### config.mk
export PLATFORM = sky130hd
export DESIGN_NAME = rpmc_top
export DESIGN_NICKNAME = d
export VERILOG_FILES = /design/src/logic/rpmc_pkg.sv /design/src/logic/rpmc_axil.sv /design/src/logic/rpmc_flags.sv /design/src/logic/rpmc_top.sv
export VERILOG_INCLUDE_DIRS = /design/src /design/src/logic
export SDC_FILE = /design/constraint.sdc
export NUM_CORES = 1
export LEC_CHECK = 0
export BUFFER_PORTS_ARGS = -buffer_cell sky130_fd_sc_hd__buf_2
export CORE_ASPECT_RATIO = 1.5
export CORE_MARGIN = 5
export CORE_UTILIZATION = 50
export CTS_BUF_LIST = sky130_fd_sc_hd__clkbuf_16
export DETAILED_ROUTE_END_ITERATION = 8
export PLACE_DENSITY = 0.81
export SLEW_MARGIN = 10
export SYNTH_ARGS = -nofsm -noshare
export SYNTH_HDL_FRONTEND = slang
export SYNTH_SLANG_ARGS = --single-unit
### constraint.sdc
create_clock -name clk_sys_in -period 3.45 [get_ports clk_sys_in]
set_input_delay 0.1725 -clock clk_sys_in [delete_from_list [all_inputs] [get_ports clk_sys_in]]
set_output_delay 0.1725 -clock clk_sys_in [all_outputs]
set_load 0.02 [all_outputs]
### src/logic/rpmc_params.svh
// Register offsets, field positions and reset values of the reset and power mode control block.
`ifndef RPMC_PARAMS_SVH
`define RPMC_PARAMS_SVH

// Byte offsets of the registers on the AXI4-Lite bus.
`define RPMC_OFS_CTRL 8'h00
`define RPMC_OFS_DROP_CFG 8'h04
`define RPMC_OFS_RESET_SRC 8'h08
`define RPMC_OFS_REGULATOR 8'h0C
`define RPMC_OFS_STATUS 8'h10

// Control register fields.
`define RPMC_CTRL_MODE_LO 0
`define RPMC_CTRL_IRQ_EN 2
`define RPMC_CTRL_WDT_PD 3
`define RPMC_CTRL_CMP_PD 4
`define RPMC_CTRL_ST_PD 5
`define RPMC_CTRL_SW_RST 7

// Reset source flag positions.
`define RPMC_FLG_EXT 0
`define RPMC_FLG_POF 1
`define RPMC_FLG_BOF 2
`define RPMC_FLG_WDT 3
`define RPMC_FLG_SW 4
`define RPMC_FLG_BRK 5
`define RPMC_FLG_N 6
`define RPMC_FLG_RESET 6'h06
`define RPMC_FLG_PORWDT 6'h06

// Regulator register fields.
`define RPMC_REG_LC 0
`define RPMC_REG_DONE 1

// Status register fields.
`define RPMC_ST_POWERUP 2
`define RPMC_ST_GPIO 3
`define RPMC_ST_FETCH_LO 16

// Bus answers.
`define RPMC_RESP_OKAY 2'h0
`define RPMC_RESP_SLVERR 2'h2

// Reset fetch address low byte and default address.
`define RPMC_BOOT_LOW 8'h00
`define RPMC_FETCH_ZERO 16'h0000

`endif

### src/logic/rpmc_pkg.sv
// Types shared by the reset and power mode control block.
`default_nettype none
package rpmc_pkg;

  // Power reduction mode of the core.
  typedef enum logic [1:0] {
    RPMC_NORMAL = 2'b00,
    RPMC_IDLE = 2'b01,
    RPMC_PD = 2'b10,
    RPMC_TPD = 2'b11
  } rpmc_mode_t;

  // State of the AXI4-Lite slave.
  typedef struct packed {
    logic [7:0] awaddr;
    logic aw_held;
    logic [31:0] wdata;
    logic [3:0] wstrb;
    logic w_held;
    logic awready;
    logic wready;
    logic bvalid;
    logic [1:0] bresp;
    logic arready;
    logic rvalid;
    logic [31:0] rdata;
    logic [1:0] rresp;
  } rpmc_axil_t;

  // State of the reset source flags.
  typedef struct packed {
    logic [5:0] flags;
  } rpmc_flags_t;

  // State of the top level.
  typedef struct packed {
    rpmc_mode_t mode;
    logic irq_en;
    logic [2:0] irq_lvl;
    logic wdt_pd;
    logic cmp_pd;
    logic st_pd;
    logic lc;
    logic done;
    logic powerup;
    logic sw_rst;
    logic [5:0] cause_prev;
    logic sys_rst;
    logic drop_rst_en;
    logic drop_irq_en;
    logic drop_flash_en;
    logic flash_lock;
    logic drop_irq;
    logic osc_run;
    logic rc_run;
    logic cmp_run;
    logic wdt_run;
    logic st_run;
    logic cpu_clk_en;
    logic periph_clk_en;
    logic gpio_val;
    logic [15:0] fetch;
  } rpmc_top_t;

endpackage
`default_nettype wire

### src/logic/rpmc_axil.sv
// AXI4-Lite slave that turns bus transfers into register strobes.
`default_nettype none
`include "rpmc_params.svh"
module rpmc_axil import rpmc_pkg::*; (
  // Clock, reset and enable.
  input wire logic clk_in,
  input wire logic rst_n_in,
  input wire logic ce_in,
  // AXI4-Lite write channels.
  input wire logic [7:0] awaddr_in,
  input wire logic awvalid_in,
  output logic awready_out,
  input wire logic [31:0] wdata_in,
  input wire logic [3:0] wstrb_in,
  input wire logic wvalid_in,
  output logic wready_out,
  output logic [1:0] bresp_out,
  output logic bvalid_out,
  input wire logic bready_in,
  // AXI4-Lite read channels.
  input wire logic [7:0] araddr_in,
  input wire logic arvalid_in,
  output logic arready_out,
  output logic [31:0] rdata_out,
  output logic [1:0] rresp_out,
  output logic rvalid_out,
  input wire logic rready_in,
  // Register side.
  output logic wr_en_out,
  output logic [7:0] wr_addr_out,
  output logic [31:0] wr_data_out,
  output logic [3:0] wr_strb_out,
  input wire logic wr_ok_in,
  output logic rd_en_out,
  output logic [7:0] rd_addr_out,
  input wire logic rd_ok_in,
  input wire logic [31:0] rd_data_in
);

  rpmc_axil_t s_q;
  rpmc_axil_t s_d;
  logic wr_fire;
  logic rd_fire;

  // A write fires once address and data are both held and no answer is pending.
  assign wr_fire = s_q.aw_held && s_q.w_held && !s_q.bvalid;
  assign rd_fire = arvalid_in && s_q.arready;
  assign wr_en_out = wr_fire;
  assign wr_addr_out = s_q.awaddr;
  assign wr_data_out = s_q.wdata;
  assign wr_strb_out = s_q.wstrb;
  assign rd_en_out = rd_fire;
  assign rd_addr_out = araddr_in;

  // Channel handshakes; address and data are taken in either order.
  always_comb begin
    s_d = s_q;
    if (awvalid_in && s_q.awready) begin
      s_d.awaddr = awaddr_in;
      s_d.aw_held = 1'b1;
    end
    if (wvalid_in && s_q.wready) begin
      s_d.wdata = wdata_in;
      s_d.wstrb = wstrb_in;
      s_d.w_held = 1'b1;
    end
    if (s_q.bvalid && bready_in) begin
      s_d.bvalid = 1'b0;
    end
    if (wr_fire) begin
      s_d.aw_held = 1'b0;
      s_d.w_held = 1'b0;
      s_d.bvalid = 1'b1;
      s_d.bresp = wr_ok_in ? `RPMC_RESP_OKAY : `RPMC_RESP_SLVERR;
    end
    if (s_q.rvalid && rready_in) begin
      s_d.rvalid = 1'b0;
    end
    if (rd_fire) begin
      s_d.rvalid = 1'b1;
      s_d.rdata = rd_ok_in ? rd_data_in : 32'h0000_0000;
      s_d.rresp = rd_ok_in ? `RPMC_RESP_OKAY : `RPMC_RESP_SLVERR;
    end
    s_d.awready = !s_d.aw_held && !s_d.bvalid;
    s_d.wready = !s_d.w_held && !s_d.bvalid;
    s_d.arready = !s_d.rvalid;
  end

  // State register, frozen while the clock enable is low.
  always_ff @(posedge clk_in or negedge rst_n_in) begin
    if (!rst_n_in) begin
      s_q <= '0;
    end else if (ce_in) begin
      s_q <= s_d;
    end
  end

  assign awready_out = s_q.awready;
  assign wready_out = s_q.wready;
  assign bvalid_out = s_q.bvalid;
  assign bresp_out = s_q.bresp;
  assign arready_out = s_q.arready;
  assign rvalid_out = s_q.rvalid;
  assign rdata_out = s_q.rdata;
  assign rresp_out = s_q.rresp;

endmodule
`default_nettype wire

### src/logic/rpmc_flags.sv
// Reset source flags with their set and clear behaviour.
`default_nettype none
`include "rpmc_params.svh"
module rpmc_flags import rpmc_pkg::*; (
  // Clock, reset and enable.
  input wire logic clk_in,
  input wire logic rst_n_in,
  input wire logic ce_in,
  // One-cycle reset events, one per source.
  input wire logic [5:0] evt_in,
  // Software write of the flag register.
  input wire logic wr_en_in,
  input wire logic [5:0] wr_data_in,
  // Flag contents.
  output logic [5:0] flags_out
);

  rpmc_flags_t s_q;
  rpmc_flags_t s_d;

  // Power-on and watchdog resets replace the flags; others add to them.
  always_comb begin
    s_d = s_q;
    if (wr_en_in) begin
      s_d.flags = s_q.flags & wr_data_in;
    end
    if (evt_in[`RPMC_FLG_POF] || evt_in[`RPMC_FLG_WDT]) begin
      s_d.flags = `RPMC_FLG_PORWDT;
    end else begin
      s_d.flags = s_d.flags | evt_in;
    end
  end

  // Flags wake up as power-on so software sees the initial power-up.
  always_ff @(posedge clk_in or negedge rst_n_in) begin
    if (!rst_n_in) begin
      s_q.flags <= `RPMC_FLG_RESET;
    end else if (ce_in) begin
      s_q <= s_d;
    end
  end

  assign flags_out = s_q.flags;

endmodule
`default_nettype wire

### src/logic/rpmc_top.sv
// Reset and power mode control: supply drop gating, power modes, regulator, reset flags and reset vector.
`default_nettype none
`include "rpmc_params.svh"
module rpmc_top import rpmc_pkg::*; (
  // Clock, reset and enable.
  input wire logic clk_sys_in,
  input wire logic rstn_in,
  input wire logic ce_in,
  // AXI4-Lite register bus.
  input wire logic [7:0] s_axi_awaddr_in,
  input wire logic s_axi_awvalid_in,
  output logic s_axi_awready_out,
  input wire logic [31:0] s_axi_wdata_in,
  input wire logic [3:0] s_axi_wstrb_in,
  input wire logic s_axi_wvalid_in,
  output logic s_axi_wready_out,
  output logic [1:0] s_axi_bresp_out,
  output logic s_axi_bvalid_out,
  input wire logic s_axi_bready_in,
  input wire logic [7:0] s_axi_araddr_in,
  input wire logic s_axi_arvalid_in,
  output logic s_axi_arready_out,
  output logic [31:0] s_axi_rdata_out,
  output logic [1:0] s_axi_rresp_out,
  output logic s_axi_rvalid_out,
  input wire logic s_axi_rready_in,
  // Supply detectors and reset sources.
  input wire logic power_on_detect_in,
  input wire logic drop_reset_trip_in,
  input wire logic drop_irq_trip_in,
  input wire logic drop_flash_trip_in,
  input wire logic watchdog_reset_in,
  input wire logic break_reset_in,
  // Shared reset pin and user configuration byte one fields.
  input wire logic shared_reset_pin_in,
  input wire logic reset_pin_enable_in,
  input wire logic [2:0] drop_reset_level_in,
  // Boot selection inputs.
  input wire logic boot_status_byte_bit0_in,
  input wire logic in_system_programming_force_in,
  input wire logic [7:0] boot_vector_in,
  // Wake sources, clock selection and regulator handshake.
  input wire logic irq_pending_in,
  input wire logic wake_irq_in,
  input wire logic rc_is_sysclk_in,
  input wire logic regulator_ready_in,
  // Supply drop detector controls.
  output logic drop_reset_en_out,
  output logic drop_irq_en_out,
  output logic drop_flash_en_out,
  output logic [2:0] drop_reset_level_out,
  output logic [2:0] drop_irq_level_out,
  output logic flash_lock_out,
  output logic drop_irq_out,
  // Clock and analog gating.
  output logic main_osc_run_out,
  output logic rc_osc_run_out,
  output logic comparator_run_out,
  output logic watchdog_run_out,
  output logic system_timer_run_out,
  output logic cpu_clk_en_out,
  output logic periph_clk_en_out,
  output logic low_current_select_out,
  // Reset results.
  output logic sys_reset_out,
  output logic shared_pin_value_out,
  output logic [15:0] fetch_addr_out,
  output logic [1:0] power_mode_out
);

  logic rst_sync1_q;
  logic rst_sync2_q;
  logic rst_n;
  rpmc_top_t s_q;
  rpmc_top_t s_d;
  logic wr_en;
  logic [7:0] wr_addr;
  logic [31:0] wr_data;
  logic [3:0] wr_strb;
  logic wr_byte0;
  logic rd_en;
  logic [7:0] rd_addr;
  logic [31:0] rd_data;
  logic [5:0] flags;
  logic [5:0] cause;
  logic [5:0] evt;
  logic pin_rst;
  logic any_cause;
  logic awake;
  logic boot_sel;

  // Returns true for an offset that holds a register.
  function automatic logic reg_ok(input logic [7:0] addr);
    reg_ok = (addr == `RPMC_OFS_CTRL) || (addr == `RPMC_OFS_DROP_CFG) || (addr == `RPMC_OFS_RESET_SRC) ||
             (addr == `RPMC_OFS_REGULATOR) || (addr == `RPMC_OFS_STATUS);
  endfunction

  // Reset release through two flip-flops.
  always_ff @(posedge clk_sys_in or negedge rstn_in) begin
    if (!rstn_in) begin
      rst_sync1_q <= 1'b0;
      rst_sync2_q <= 1'b0;
    end else begin
      rst_sync1_q <= 1'b1;
      rst_sync2_q <= rst_sync1_q;
    end
  end
  assign rst_n = rst_sync2_q;

  // Bus slave.
  rpmc_axil u_axil (
    .clk_in(clk_sys_in),
    .rst_n_in(rst_n),
    .ce_in(ce_in),
    .awaddr_in(s_axi_awaddr_in),
    .awvalid_in(s_axi_awvalid_in),
    .awready_out(s_axi_awready_out),
    .wdata_in(s_axi_wdata_in),
    .wstrb_in(s_axi_wstrb_in),
    .wvalid_in(s_axi_wvalid_in),
    .wready_out(s_axi_wready_out),
    .bresp_out(s_axi_bresp_out),
    .bvalid_out(s_axi_bvalid_out),
    .bready_in(s_axi_bready_in),
    .araddr_in(s_axi_araddr_in),
    .arvalid_in(s_axi_arvalid_in),
    .arready_out(s_axi_arready_out),
    .rdata_out(s_axi_rdata_out),
    .rresp_out(s_axi_rresp_out),
    .rvalid_out(s_axi_rvalid_out),
    .rready_in(s_axi_rready_in),
    .wr_en_out(wr_en),
    .wr_addr_out(wr_addr),
    .wr_data_out(wr_data),
    .wr_strb_out(wr_strb),
    .wr_ok_in(reg_ok(wr_addr)),
    .rd_en_out(rd_en),
    .rd_addr_out(rd_addr),
    .rd_ok_in(reg_ok(rd_addr)),
    .rd_data_in(rd_data)
  );

  // All writable fields sit in byte lane 0, so only that strobe stores anything.
  assign wr_byte0 = wr_en && wr_strb[0];

  // Reset source flags.
  rpmc_flags u_flags (
    .clk_in(clk_sys_in),
    .rst_n_in(rst_n),
    .ce_in(ce_in),
    .evt_in(evt),
    .wr_en_in(wr_byte0 && (wr_addr == `RPMC_OFS_RESET_SRC)),
    .wr_data_in(wr_data[5:0]),
    .flags_out(flags)
  );

  // The pin resets while low if enabled, and always during power-up.
  assign pin_rst = !shared_reset_pin_in && (reset_pin_enable_in || s_q.powerup);
  assign awake = (s_q.mode == RPMC_NORMAL) || (s_q.mode == RPMC_IDLE);

  // Reset cause levels; the drop reset only acts while its detector is on.
  always_comb begin
    cause = '0;
    cause[`RPMC_FLG_EXT] = pin_rst && !s_q.powerup;
    cause[`RPMC_FLG_POF] = power_on_detect_in;
    cause[`RPMC_FLG_BOF] = drop_reset_trip_in && awake;
    cause[`RPMC_FLG_WDT] = watchdog_reset_in;
    cause[`RPMC_FLG_SW] = s_q.sw_rst;
    cause[`RPMC_FLG_BRK] = break_reset_in;
  end
  assign evt = cause & ~s_q.cause_prev;
  assign any_cause = (|cause) || pin_rst;
  assign boot_sel = break_reset_in || boot_status_byte_bit0_in ||
                    (s_q.powerup && in_system_programming_force_in);

  // Read data for the addressed register.
  always_comb begin
    rd_data = 32'h0000_0000;
    case (rd_addr)
      `RPMC_OFS_CTRL: begin
        rd_data[1:0] = s_q.mode;
        rd_data[`RPMC_CTRL_IRQ_EN] = s_q.irq_en;
        rd_data[`RPMC_CTRL_WDT_PD] = s_q.wdt_pd;
        rd_data[`RPMC_CTRL_CMP_PD] = s_q.cmp_pd;
        rd_data[`RPMC_CTRL_ST_PD] = s_q.st_pd;
      end
      `RPMC_OFS_DROP_CFG: begin
        rd_data[2:0] = s_q.irq_lvl;
      end
      `RPMC_OFS_RESET_SRC: begin
        rd_data[5:0] = flags;
      end
      `RPMC_OFS_REGULATOR: begin
        rd_data[`RPMC_REG_LC] = s_q.lc;
        rd_data[`RPMC_REG_DONE] = s_q.done;
      end
      `RPMC_OFS_STATUS: begin
        rd_data[1:0] = s_q.mode;
        rd_data[`RPMC_ST_POWERUP] = s_q.powerup;
        rd_data[`RPMC_ST_GPIO] = s_q.gpio_val;
        rd_data[31:16] = s_q.fetch;
      end
      default: begin
        rd_data = 32'h0000_0000;
      end
    endcase
  end

  // Next state of the control logic.
  always_comb begin
    s_d = s_q;
    s_d.cause_prev = cause;
    s_d.sw_rst = 1'b0;
    // Power-up holds while the detector asserts and ends once the pin is high as well.
    if (power_on_detect_in) begin
      s_d.powerup = 1'b1;
    end else if (shared_reset_pin_in) begin
      s_d.powerup = 1'b0;
    end
    // Register writes; the mode field is taken only in normal mode.
    if (wr_byte0 && (wr_addr == `RPMC_OFS_CTRL)) begin
      s_d.irq_en = wr_data[`RPMC_CTRL_IRQ_EN];
      s_d.wdt_pd = wr_data[`RPMC_CTRL_WDT_PD];
      s_d.cmp_pd = wr_data[`RPMC_CTRL_CMP_PD];
      s_d.st_pd = wr_data[`RPMC_CTRL_ST_PD];
      s_d.sw_rst = wr_data[`RPMC_CTRL_SW_RST];
      if (s_q.mode == RPMC_NORMAL) begin
        s_d.mode = rpmc_mode_t'(wr_data[1:0]);
      end
    end
    if (wr_byte0 && (wr_addr == `RPMC_OFS_DROP_CFG)) begin
      s_d.irq_lvl = wr_data[2:0];
    end
    if (wr_byte0 && (wr_addr == `RPMC_OFS_REGULATOR)) begin
      s_d.lc = wr_data[`RPMC_REG_LC];
      if (s_q.lc && !wr_data[`RPMC_REG_LC]) begin
        s_d.done = 1'b0;
      end
    end
    // Completion reports once the regulator has settled in high speed.
    if (!s_q.done && !s_q.lc && regulator_ready_in) begin
      s_d.done = 1'b1;
    end
    // Wake-ups from the reduced modes.
    case (s_q.mode)
      RPMC_IDLE: begin
        if (irq_pending_in) begin
          s_d.mode = RPMC_NORMAL;
        end
      end
      RPMC_PD, RPMC_TPD: begin
        if (wake_irq_in) begin
          s_d.mode = RPMC_NORMAL;
        end
      end
      default: begin
      end
    endcase
    // Any reset returns to normal mode; power-on and watchdog restore high speed.
    if (any_cause) begin
      s_d.mode = RPMC_NORMAL;
      s_d.irq_en = 1'b0;
      s_d.wdt_pd = 1'b0;
      s_d.cmp_pd = 1'b0;
      s_d.st_pd = 1'b0;
      s_d.fetch = boot_sel ? {boot_vector_in, `RPMC_BOOT_LOW} : `RPMC_FETCH_ZERO;
    end
    if (evt[`RPMC_FLG_POF] || evt[`RPMC_FLG_WDT]) begin
      s_d.lc = 1'b0;
      s_d.done = 1'b1;
    end
    s_d.sys_rst = any_cause;
    // Gating derived from the mode that takes effect next.
    s_d.drop_rst_en = (s_d.mode == RPMC_NORMAL) || (s_d.mode == RPMC_IDLE);
    s_d.drop_flash_en = s_d.drop_rst_en;
    s_d.drop_irq_en = s_d.drop_rst_en && s_d.irq_en;
    s_d.flash_lock = s_d.drop_flash_en && drop_flash_trip_in;
    s_d.drop_irq = s_d.drop_irq_en && drop_irq_trip_in;
    s_d.osc_run = s_d.drop_rst_en;
    s_d.rc_run = s_d.drop_rst_en ||
                 ((s_d.mode == RPMC_PD) && rc_is_sysclk_in && !s_d.st_pd);
    s_d.cmp_run = s_d.drop_rst_en || ((s_d.mode == RPMC_PD) && !s_d.cmp_pd);
    s_d.wdt_run = !s_d.wdt_pd;
    s_d.st_run = !s_d.st_pd;
    s_d.cpu_clk_en = (s_d.mode == RPMC_NORMAL);
    s_d.periph_clk_en = s_d.drop_rst_en;
    s_d.gpio_val = (reset_pin_enable_in && !s_q.powerup) ? 1'b1 : shared_reset_pin_in;
  end

  // State register, frozen while the clock enable is low.
  always_ff @(posedge clk_sys_in or negedge rst_n) begin
    if (!rst_n) begin
      s_q <= '0;
      s_q.mode <= RPMC_NORMAL;
      s_q.done <= 1'b1;
      s_q.powerup <= 1'b1;
      s_q.sys_rst <= 1'b1;
      s_q.drop_rst_en <= 1'b1;
      s_q.drop_flash_en <= 1'b1;
      s_q.osc_run <= 1'b1;
      s_q.rc_run <= 1'b1;
      s_q.cmp_run <= 1'b1;
      s_q.wdt_run <= 1'b1;
      s_q.st_run <= 1'b1;
      s_q.cpu_clk_en <= 1'b1;
      s_q.periph_clk_en <= 1'b1;
      s_q.gpio_val <= 1'b1;
    end else if (ce_in) begin
      s_q <= s_d;
    end
  end

  // Outputs straight from the state register.
  assign drop_reset_en_out = s_q.drop_rst_en;
  assign drop_irq_en_out = s_q.drop_irq_en;
  assign drop_flash_en_out = s_q.drop_flash_en;
  assign flash_lock_out = s_q.flash_lock;
  assign drop_irq_out = s_q.drop_irq;
  assign drop_irq_level_out = s_q.irq_lvl;
  assign main_osc_run_out = s_q.osc_run;
  assign rc_osc_run_out = s_q.rc_run;
  assign comparator_run_out = s_q.cmp_run;
  assign watchdog_run_out = s_q.wdt_run;
  assign system_timer_run_out = s_q.st_run;
  assign cpu_clk_en_out = s_q.cpu_clk_en;
  assign periph_clk_en_out = s_q.periph_clk_en;
  assign low_current_select_out = s_q.lc;
  assign sys_reset_out = s_q.sys_rst;
  assign shared_pin_value_out = s_q.gpio_val;
  assign fetch_addr_out = s_q.fetch;
  assign power_mode_out = s_q.mode;

  // Reset trip level passes through a register of its own.
  always_ff @(posedge clk_sys_in or negedge rst_n) begin
    if (!rst_n) begin
      drop_reset_level_out <= 3'h0;
    end else if (ce_in) begin
      drop_reset_level_out <= drop_reset_level_in;
    end
  end

endmodule
`default_nettype wire

Word level (Yosys, flattened, before mapping)
Index checks and enable logic that the tools add are counted.
Widths: inputs -> output; s select.
{"block": "totals", "regBits": 117, "in_bits": 85, "out_inout_bits": 80, "wordCells": 170}
{"block": "op_classes", "eq_ne": 13, "n_mux": 35, "bitwise": 4, "n_reduce_logical": 78}
{"op": "$mux 35", "count": 1}
{"op": "$eq 8x4->1 const B", "count": 4}
{"op": "$mux 16", "count": 2}
{"op": "$mux 32", "count": 1}
{"op": "$logic_and 1x1->1", "count": 28}
{"op": "$logic_or 1x1->1", "count": 17}
{"op": "$eq 8x3->1 const B", "count": 2}
{"op": "$eq 8x5->1 const B", "count": 2}
{"op": "$logic_not 8->1", "count": 2}
{"op": "$reduce_and 2->1", "count": 8}
{"op": "$mux 3", "count": 5}
{"op": "$mux 2", "count": 7}
{"op": "$logic_not 1->1", "count": 13}
{"op": "$and 6x6->6", "count": 2}
{"op": "$mux 1", "count": 12}
{"op": "$mux 6", "count": 2}
{"op": "$pmux 2 s2", "count": 2}
{"op": "$pmux 2 s4", "count": 1}
{"op": "$eq 2x2->1 const B", "count": 3}
{"op": "$not 6->6", "count": 1}
{"op": "$or 6x6->6", "count": 1}
{"op": "$reduce_bool 3->1", "count": 2}
{"op": "$reduce_or 6->1", "count": 1}
{"op": "$eq 2x1->1 const B", "count": 2}
{"op": "other kinds (6)", "count": 9}

Longest topological paths before layout
Gate-level depths: netlist (run 1).
{"block": "logic_depth", "depth_word": 12, "mapped_depth": 7, "mapped_depth_nobuf": 5}

Hierarchy
Synthesis (run 1) repeated with hierarchy kept, for this count alone.
{"block": "unflattened", "cells_unflattened": 630, "area_unflattened_um2": 6854.1}
{"module": "rpmc_axil", "instances": 1, "cells_each": 355, "area_per_inst_um2": 4240.3, "seq_area_each_um2": 2127.0}
{"module": "rpmc_top", "instances": 1, "cells_each": 245, "area_per_inst_um2": 2327.2, "seq_area_each_um2": 1088.5}
{"module": "rpmc_flags", "instances": 1, "cells_each": 30, "area_per_inst_um2": 286.5, "seq_area_each_um2": 152.6}

Worst setup path before layout (run 1)
No wires, ideal clock.
{"block": "synth_path", "kind": "register to register", "from": "register u_axil.s_q, in the netlist u_axil.bvalid_out", "to": "register s_q, in the netlist drop_irq_en_out", "setup_ns": 0.125, "t_arrival_ns": 1.622, "required_time_ns": 3.325, "path_slack_ns": 1.703, "path_stages_with_launch": 8, "n_path_buf": 2, "synth_period_minus_slack_ns": 1.747, "path_cell_list": "dfrtp_1 > and3b_1 > buf_2 > and4_1 > buf_6 > mux2i_1 > nor3_1 > mux2_2"}
{"block": "synth_between", "elab_chain_len": 11, "elab_cells_between_ends": 13, "classes_between": "eq/ne (1); mux (5); reduce/logical (7)"}
{"element": "from (decl)", "line_no": "rpmc_axil.sv:40", "source": "rpmc_axil_t s_q;"}
{"element": "from (signal assigned)", "line_no": "rpmc_axil.sv:92", "source": "s_q <= '0;"}
{"element": "from (signal assigned)", "line_no": "rpmc_axil.sv:94", "source": "s_q <= s_d;"}
{"element": "$logic_not 1->1 (*)", "line_no": "rpmc_axil.sv:46", "source": "assign wr_fire = s_q.aw_held && s_q.w_held && !s_q.bvalid;"}
{"element": "$logic_and 1x1->1 (*)", "line_no": "rpmc_axil.sv:46"}
{"element": "$logic_and 1x1->1 (*)", "line_no": "rpmc_top.sv:144", "source": "assign wr_byte0 = wr_en && wr_strb[0];"}
{"element": "$logic_and 1x1->1 (*)", "line_no": "rpmc_top.sv:221", "source": "if (wr_byte0 && (wr_addr == `RPMC_OFS_CTRL)) begin"}
{"element": "$mux 3 (*)", "line_no": "rpmc_top.sv:221"}
{"element": "$mux 2 (on tied branches)", "line_no": "rpmc_top.sv:252, rpmc_top.sv:247"}
{"element": "$pmux 2 s2", "line_no": "rpmc_top.sv:245", "source": "case (s_q.mode)"}
{"element": "$mux 3 (*)", "line_no": "rpmc_top.sv:260", "source": "if (any_cause) begin"}
{"element": "$eq 2x1->1 or $logic_not 2->1 (tied branches)", "line_no": "rpmc_top.sv:274", "source": "s_d.drop_rst_en = (s_d.mode == RPMC_NORMAL) || (s_d.mode == RPMC_IDLE);"}
{"element": "$logic_or 1x1->1", "line_no": "rpmc_top.sv:274"}
{"element": "$logic_and 1x1->1 (*)", "line_no": "rpmc_top.sv:276", "source": "s_d.drop_irq_en = s_d.drop_rst_en && s_d.irq_en;"}
{"element": "to (decl)", "line_no": "rpmc_top.sv:74", "source": "rpmc_top_t s_q;"}
Mark *: on every way between the ends. The rest lies on a longest branch, timed or not.
A chain may end at the register's enable or synchronous reset.

Worst setup path after layout (run 1)
{"block": "layout_path", "from": "register u_axil.s_q, in the netlist u_axil.arready_out", "to": "register u_axil.s_q, in the netlist u_axil.rdata_out[31]"}
{"block": "layout_between", "elab_chain_len": 2}
{"element": "$logic_and 1x1->1", "line_no": "rpmc_axil.sv:47", "source": "assign rd_fire = arvalid_in && s_q.arready;"}
{"element": "$reduce_and 2->1 (no line)"}
Every way passes these cells.

==> results.sh, run 1 <==
export IMPL_cp_required_ns=3.73
export IMPL_worst_slew_pin_slew_ns=1.09
export IMPL_slew_viol_final=0
export IMPL_p_per_area_nw_per_um2=626
export IMPL_start_kind="flip-flop"
export IMPL_p_leak_nw=2.47
export IMPL_floorplan_initialDensity_pct=50.5
export IMPL_grtUsageTotal_pct=18.8
export IMPL_yosys_most_used_dff="dfrtp_1"
export IMPL_maxCapViolCount=0
export IMPL_multi_input_area_um2=1700
export IMPL_ff_latch_area_um2=2220
export IMPL_postCtsResizedCells=0
export IMPL_numPlacedInstances=583
export IMPL_yosysWarnings=0
export IMPL_cts_max_level=3
export IMPL_p_sw_mw=0.921
export IMPL_cts_buffers=9
export IMPL_hold_depth=2
export IMPL_via_per_inst=5.35
export IMPL_async_flop_share_pct=100
export IMPL_fin_crit_sh_pct=60.5
export IMPL_p_seq_share_pct=44.8
export IMPL_vias=3207
export IMPL_p_int_mw=2.24
export IMPL_crit_arrival_ns=2.36
export IMPL_die_height_um=125
export IMPL_netlist_cell_type_count=53
export IMPL_first_pass_iters=5
export IMPL_p_sw_share_pct=29.2
export IMPL_routed_wirelength_mm=9.74
export IMPL_clkLatencyLatePin_ns=0.34
export IMPL_antenna_left=0
export IMPL_area_delta_synth_final_pct=14.4
export IMPL_synth_edf_count=0
export IMPL_grt_pass1_wl_mm=15.8
export IMPL_path_class="reg -> reg"
export IMPL_nNetsFinal=570
export IMPL_final_setup_tns_ns=0
export IMPL_dp_hpwl_mm=7.37
export IMPL_setup_violations_final=0
export IMPL_r2r_worst_path_cells=3
export IMPL_rows=42
export IMPL_p_clk_share_pct=37.4
export IMPL_routabilityCongestion=0.854
export IMPL_clk_pin_slew_worst_paths_ns=0.06
export IMPL_antenna_found_initial=0
export IMPL_cts_root_buf="clkbuf_16"
export IMPL_period_minus_slack_ns=2.09
export IMPL_overflow=0
export IMPL_p_total_mw=3.16
export IMPL_grt_max_degree=87
export IMPL_ys_seq_area_share_pct=50.3
export IMPL_nFillCells=754
export IMPL_fin_cells=600
export IMPL_cts_tree="done"
export IMPL_dieArea_um2=10800
export IMPL_wl_per_cell_um=16.2
export IMPL_rsz0062_at_grt="no"
export IMPL_clk_path_buf_depth=2
export IMPL_utilization_pct=57.8
export IMPL_synth_cells=414
export IMPL_place_area_um2=4670
export IMPL_drt_iter0_markers=190
export IMPL_port_buffers=108
export IMPL_layout_drive_gt1_share_pct=35.7
export IMPL_grt_pass1_vias=3194
export IMPL_hold_violations=0
export IMPL_fin_skew_ns=0.00741
export IMPL_avgSynthCellArea_um2=10.7
export IMPL_slew_headroom_pct=27.4
export IMPL_hold_path_class="in -> reg"
export IMPL_drcViolationCount=0
export IMPL_cts_sinks=88
export IMPL_die_w_um=86.7
export IMPL_coreArea_um2=8720
export IMPL_pwr_share_comb_pct=17.8
export IMPL_fin_area_um2=5050
export IMPL_fmax_mhz=479
export IMPL_status="finished clean"
export IMPL_synth_area_um2=4410
export IMPL_antennaDiodeCount=0
export IMPL_ys_ff_latch=88
export IMPL_io_pins=165
export IMPL_cp_end_kind="flip-flop"
export IMPL_critPathMaxFanout=21
export IMPL_vdd_drop_max_mv=0.379
-- power by group through the flow --
stage	Clock (mW)	Combinational (mW)	Sequential (mW)
detailed placement	0	0.563	1.43
finish	1.18	0.560	1.42
CTS	1.20	0.567	1.42
floorplan	0	0.462	1.39
global placement	0	0.542	1.42
global route	1.25	0.615	1.45
-- stage by stage --
step / hold WS [ns] / setup slack (ns)
4_1_cts: 0.0481 / 1.35
2_1_floorplan: -0.123 / 0.838
5_1_grt: 0.0524 / 1.17
6_report: 0.0604 / 1.36
3_5_place_dp: -0.0404 / 1.35
3_3_place_gp: -0.0419 / 1.41
-- cell usage after synthesis, types with 3 or more instances --
master / n / area, um^2
dfrtp_1: 76 / 1900
buf_4: 60 / 450
nand2_1: 46 / 173
mux2_2: 30 / 338
o21ai_0: 30 / 150
inv_1: 17 / 63.8
nor2_1: 13 / 48.8
a22o_1: 12 / 105
dfstp_2: 12 / 315
clkbuf_1: 11 / 41.3
a21oi_1: 9 / 45.0
mux2i_1: 9 / 90.1
a31oi_1: 7 / 43.8
nand4_1: 6 / 37.5
nand3_1: 5 / 25.0
a21o_1: 4 / 30.0
nand2b_1: 4 / 25.0
nor2b_1: 4 / 25.0
nor4_1: 4 / 25.0
o31ai_1: 4 / 30.0
buf_2: 3 / 15.0
nor3_1: 3 / 15.0
nor3b_1: 3 / 22.5
-- layout by cell type, fill, tap and decap left out, types with 3 or more instances in the layout --
cell       Yosys  layout
mux2_2        30      30
bufinv_16      0       4
o21ai_0       30      30
a31oi_1        7       7
nand2_1       46      46
nor2_1        13      13
clkbuf_16      0       9
o31ai_1        4       4
inv_1         17      17
dfrtp_1       76      75
dfstp_2       12      12
nor3b_1        3       3
nor4_1         4       4
nor2b_1        4       4
a21o_1         4       4
a21oi_1        9       9
nand2b_1       4       4
mux2i_1        9       9
buf_2          3     108
nand3_1        5       5
nand4_1        6       6
nor3_1         3       3
a22o_1        12      12
conb_1         2      29
-- what timing repair did --
| item | CTS | global route |
|---|---|---|
| hold endpoints to repair | 2 | 0 |
| hold buffers | 1 | 0 |
| buffers inserted | 0 | 0 |
-- metal layers --
layer / track usage [%] / share of wire, %
met1: 20.9 / 36
met5: 0 / 0
met2: 32.6 / 54
met3: 5.53 / 7.6
met4: 8.53 / 2.7
-- area by class of cell --
cell class,instances,area share (%)
clock inverter,7,2.85
inverter,17,1.26
multi-input combinational,259,33.6
tap,110,2.73
sequential,88,44.0
timing repair buffer,110,11.1
clock buffer,9,4.46
-- flip-flops by register name (all words and copies together), names as in the netlist, 2 cells and up --
register              count
drop_irq_level_out        3
drop_reset_level_out      3
fetch_addr_out            8
power_mode_out            2
s_q                      12
u_axil.rdata_out         14
u_axil.s_q                2
u_axil.wr_addr_out        8
u_axil.wr_data_out        7
u_flags.flags_out         6
-- kinds of logic (layout without fill, tap and decap cells) --
family | Yosys count | after routing | share of synthesized area (%)
AO/OA/AOI/OAI | 85 | 85 | 12.7
buffers and inverters | 94 | 143 | 13.5
AND/OR/NAND/NOR | 106 | 106 | 13.6
other | 2 | 29 | 0.170
multiplexers | 39 | 39 | 9.70
flip-flops | 88 | 88 | 50.3
-- worst max-delay path: stages, from the launching register on --
cell     delay, ns
dfrtp_1       0.37
nand3_1       0.54
nor4_2        0.86
a22o_1        0.24
-- worst paths after layout --
path | start | endpoint | slack, ns
setup / recovery | u_axil.arready_out | u_axil.rdata_out[31] | 1.36
hold / removal | drop_reset_level_in[2] | drop_reset_level_out[2] | 0.06
setup reg to reg | u_axil.arready_out | u_axil.rdata_out[31] | 1.36
hold reg to reg | rst_sync1_q | rst_n | 0.35
max in group asynchronous | rst_n | u_axil.wr_addr_out[4] | 2.21
min in group asynchronous | rstn_in | rst_n | 0.14
(Power assumes the default switching activity.)
==> run 2, diff against run 1 <==
- clock period: 3.45 -> 2.19 ns (I/O delays scaled with it)
==> run 2 against run 1 <==
Compared with the run above:
- wire length up 3.3%
- clock skew about the same
- sequential power rose by 56%
- clock-buffer cell count unchanged
- largest power group unchanged
==> results.sh, run 2 (same netlist as run 1, synthesis figures left out) <==
export IMPL_status="finished clean"
export IMPL_p_per_area_nw_per_um2=935
export IMPL_maxCapViolCount=0
export IMPL_first_pass_iters=4
export IMPL_cts_buffers=9
export IMPL_cp_required_ns=2.47
export IMPL_cts_root_buf="clkbuf_16"
export IMPL_slew_viol_final=0
export IMPL_hold_depth=2
export IMPL_largest_reg_flops=14
export IMPL_antennaDiodeCount=0
export IMPL_grt_pass1_wl_mm=16.2
export IMPL_cp_end_kind="flip-flop"
export IMPL_critPathMaxFanout=7
export IMPL_antenna_found_initial=0
export IMPL_setup_violations_final=0
export IMPL_rsz0062_at_grt="no"
export IMPL_final_common_cell="buf_2"
export IMPL_routed_wirelength_mm=10.1
export IMPL_nFillCells=773
export IMPL_fin_cells=614
export IMPL_clk_path_buf_depth=2
export IMPL_grt_max_degree=51
export IMPL_crit_arrival_ns=2.25
export IMPL_fmax_mhz=508
export IMPL_cts_max_level=3
export IMPL_die_w_um=86.7
export IMPL_cts_tree="done"
export IMPL_floorplan_initialDensity_pct=50.5
export IMPL_dieArea_um2=10800
export IMPL_cts_setup_buffers=0
export IMPL_drcViolationCount=0
export IMPL_drt_iter0_markers=188
export IMPL_overflow=0
export IMPL_routabilityCongestion=0.853
export IMPL_dp_hpwl_mm=7.48
export IMPL_p_leak_nw=2.52
export IMPL_nNetsFinal=584
export IMPL_place_area_um2=4720
export IMPL_clkLatencyLatePin_ns=0.34
export IMPL_grtUsageTotal_pct=19.1
export IMPL_die_height_um=125
export IMPL_fin_area_um2=5160
export IMPL_start_kind="flip-flop"
export IMPL_hold_violations=0
export IMPL_via_per_inst=5.27
export IMPL_rows=42
export IMPL_antenna_left=0
export IMPL_final_setup_tns_ns=0
export IMPL_vdd_drop_max_mv=0.719
export IMPL_io_pins=165
export IMPL_slew_headroom_pct=50.1
export IMPL_p_total_mw=4.82
export IMPL_postCtsResizedCells=0
export IMPL_wl_per_cell_um=16.4
export IMPL_grt_pass1_vias=3341
export IMPL_worst_slew_pin_slew_ns=0.742
export IMPL_fin_skew_ns=0.00778
export IMPL_port_buffers=108
export IMPL_layout_common_cells="108 x buf_2, 75 x dfrtp_1, 46 x nand2_1, 30 x mux2_2, 30 x o21ai_0"
export IMPL_fin_crit_sh_pct=89.9
export IMPL_vias=3237
export IMPL_hold_path_class="in -> reg"
export IMPL_r2r_worst_path_cells=5
export IMPL_path_class="reg -> reg"
export IMPL_coreArea_um2=8720
export IMPL_layout_drive_gt1_share_pct=35.5
export IMPL_period_minus_slack_ns=1.97
export IMPL_cts_sinks=88
export IMPL_clk_pin_slew_worst_paths_ns=0.07
export IMPL_area_delta_synth_final_pct=17.0
export IMPL_numPlacedInstances=587
## run 2: area by class of cell
cell class,count,area (um^2),share of cell area [%]
inverters,17,63.8,1.24
clock inverters,7,101,1.96
clock buffers,9,225,4.37
repair buffers,124,713,13.8
multi-input cells,259,1700,32.9
flip-flops and latches,88,2220,43.1
well taps,110,138,2.67
## run 2: stage by stage
step | hold slack [ns] | utilization, % | worst slack [ns]
6_report | 0.00651 | 59.1 | 0.221
3_5_place_dp | -0.101 | 54.1 | 0.223
5_1_grt | 0.00406 | 59.1 | 0.0699
3_3_place_gp | -0.105 | 54.1 | 0.293
2_1_floorplan | -0.186 | - | 0.443
4_1_cts | 0.0000762 | 59.1 | 0.198
## run 2: critical path: stages, from the launching register on
cell and delay, ns:
dfrtp_1 0.42, and3b_1 0.41, and4_1 0.40, mux2i_1 0.12, nor3_1 0.32, mux2_2 0.23
## run 2: final timing paths
check,startpoint,end,slack [ns]
max in group asynchronous,rst_n,u_flags.flags_out[1],1.17
min in group asynchronous,rstn_in,rst_n,0.08
min,s_axi_awaddr_in[1],u_axil.wr_addr_out[1],0.007
max,u_axil.bvalid_out,drop_irq_en_out,0.22
min reg2reg,rst_n,drop_reset_level_out[1],0.32
max reg2reg,u_axil.bvalid_out,drop_irq_en_out,0.22
## run 2: what timing repair did
action | 4_1_cts | 5_1_grt
hold buffers | 11 | 0
setup endpoints to repair | 0 | 0
hold endpoints to repair | 12 | 0
## run 2: report_power, final
group | internal (mW) | switching [mW]
clock | 1.01 | 0.659
sequential | 1.90 | 0.323
combinational | 0.416 | 0.518
total | 3.32 | 1.50
## run 2: metal layers
| layer | vias to the layer above | track usage [%] | part of all wire (%) | wire [um] |
|---|---|---|---|---|
| met5 | - | 0 | 0 | 0 |
| met4 | 0 | 7.52 | 2.1 | 208 |
| met3 | 15 | 4.67 | 6.5 | 657 |
| met2 | 112 | 34.9 | 55 | 5570 |
| met1 | 1578 | 20.7 | 36 | 3630 |
| li1 | 1532 | - | - | - |
==> run 3, diff against run 2 <==
- CORE_UTILIZATION: 50 -> 30
- PLACE_DENSITY: 0.81 -> default
- SYNTH_HIERARCHICAL: default -> 1
==> run 3 against run 2 <==
Compared with the run above:
- fmax is 6.7% lower
- critical path type unchanged
- clock-buffer cell count stayed put
- synthesized cell count is 32% higher
- clock skew is 0.0018 ns higher
- final area is 27% higher
- clock power is 7% lower
==> results.sh, run 3 <==
export IMPL_p_leak_nw=3.13
export IMPL_cp_num_buf_inv=0
export IMPL_p_per_area_nw_per_um2=783
export IMPL_clk_pin_slew_worst_paths_ns=0.08
export IMPL_rr_endpoint="drop_irq_level_out[1]"
export IMPL_fin_cells=905
export IMPL_overflow=0
export IMPL_cts_tree="done"
export IMPL_crit_slowest_cell="or4_4"
export IMPL_dieArea_um2=21300
export IMPL_routed_wirelength_mm=13.2
export IMPL_clkLatencyLatePin_ns=0.35
export IMPL_cts_setup_buffers=0
export IMPL_synth_area_um2=5540
export IMPL_nNetsFinal=732
export IMPL_via_per_inst=4.26
export IMPL_r2r_worst_path_cells=4
export IMPL_floorplan_initialDensity_pct=30.1
export IMPL_grtUsageTotal_pct=12.5
export IMPL_drcViolationCount=0
export IMPL_crit_cells=4
export IMPL_hold_slack_ns=0.000857
export IMPL_largest_reg_flops=32
export IMPL_drt_iter0_markers=182
export IMPL_antenna_found_initial=3
export IMPL_crit_arrival_ns=2.35
export IMPL_maxCapViolCount=0
export IMPL_worst_slew_pin_slew_ns=0.614
export IMPL_path_cells="or4_4, or2_1, or4_4, mux2_4"
export IMPL_die_w_um=121
export IMPL_layout_drive_gt1_share_pct=32.7
export IMPL_setup_violations_final=0
export IMPL_grt_pass1_vias=3973
export IMPL_port_buffers=126
export IMPL_hold_violations=0
export IMPL_cp_common_cell="or4_4"
export IMPL_fin_crit_sh_pct=96.4
export IMPL_vias=3854
export IMPL_synth_cells=545
export IMPL_wl_per_cell_um=14.6
export IMPL_area_delta_synth_final_pct=18.7
export IMPL_cpPeakStageDelay_ns=0.55
export IMPL_period_minus_slack_ns=2.11
export IMPL_avgSynthCellArea_um2=10.2
export IMPL_yosysWarnings=6
export IMPL_rows=61
export IMPL_hold_path_class="in -> reg"
export IMPL_fin_skew_ns=0.00959
export IMPL_slew_viol_final=0
export IMPL_clk_path_buf_depth=2
export IMPL_cts_root_buf="clkbuf_16"
export IMPL_start_kind="flip-flop"
export IMPL_cts_buffers=9
export IMPL_cts_sinks=106
export IMPL_crit_end="drop_irq_level_out[1]"
export IMPL_cts_max_level=3
export IMPL_timing_rr_start="u_axil/wr_addr_out[0]"
export IMPL_first_pass_iters=5
export IMPL_crit_family="simple AND/OR/NAND/NOR gates"
export IMPL_path_class="reg -> reg"
export IMPL_grt_max_degree=48
export IMPL_cp_startpoint="u_axil/wr_addr_out[0]"
export IMPL_fmax_mhz=474
export IMPL_antenna_left=0
export IMPL_r2r_slack_ns=0.08
export IMPL_place_area_um2=6030
export IMPL_hp_start="boot_vector_in[4]"
export IMPL_coreArea_um2=18400
export IMPL_final_common_cell="buf_2"
export IMPL_vdd_drop_max_mv=0.368
export IMPL_layout_common_cells="126 x buf_2, 93 x dfrtp_1, 73 x nand2_1, 48 x inv_1, 40 x mux2i_1"
export IMPL_die_height_um=176
export IMPL_slew_headroom_pct=59.1
export IMPL_numPlacedInstances=863
export IMPL_fin_area_um2=6570
export IMPL_dp_hpwl_mm=10.2
export IMPL_utilization_pct=35.7
export IMPL_grt_pass1_wl_mm=20.9
export IMPL_io_pins=165
export IMPL_cp_end_kind="flip-flop"
export IMPL_cp_required_ns=2.43
export IMPL_status="finished clean"
export IMPL_critPathMaxFanout=5
export IMPL_routabilityCongestion=0.783
==> run 3: layout make-up <==
class	instances	area [um^2]
flip-flops and latches	106	2670
clock buffers	9	225
well taps	252	315
inverters	49	184
clock inverters	7	51.3
multi-input cells	314	2090
fillers	1873	11800
diodes	1	2.50
repair buffers	167	1040
==> run 3: metrics by stage <==
stage               setup TNS, ns  worst slack (ns)  total power, mW
floorplan                       0            0.0314             3.45
global placement                0            0.0557             3.54
detailed placement              0            0.0453             3.58
CTS                             0            0.0211             5.19
global route             -0.00366          -0.00366             5.41
finish                          0            0.0794             5.15
==> run 3: timing repair <==
item                                    in CTS  in global routing
gates resized for setup                      0                  3
endpoints found under the setup margin       0                  4
hold buffers                                24                  1
hold endpoints to repair                    26                  1
==> run 3: how the worst min path moves through the flow <==
stage / to / cells after the start
2_1_floorplan: rst_n / 0
4_1_cts: u_axil/wr_strb_out[0] / 2
6_report: fetch_addr_out[12] / 3
3_5_place_dp: rst_sync1_q / 1
5_1_grt: u_axil/wr_addr_out[1] / 2
3_3_place_gp: rst_sync1_q / 1
==> run 3: metal layers <==
metal  part of all wire (%)  vias up  GRT usage, %  wire length, um
li1                       -     1906             -                -
met1                     39     1832          14.3             5140
met2                     53       84          22.4             7020
met3                    4.2       28          2.28              552
met4                    3.4        4          5.77              454
met5                   0.14        -             0               19
==> run 3: power by group <==
group / switching [mW] / internal, mW / total (mW)
Combinational: 0.537 / 0.533 / 1.07
Sequential: 0.277 / 2.24 / 2.51
Clock: 0.780 / 0.784 / 1.56
Total: 1.59 / 3.55 / 5.15
==> run 3: worst register-to-register path, stage by stage (launching register included) <==
cell     delay [ns]
dfrtp_1        0.43
or4_4          0.55
or2_1          0.24
or4_4          0.46
mux2_4         0.31
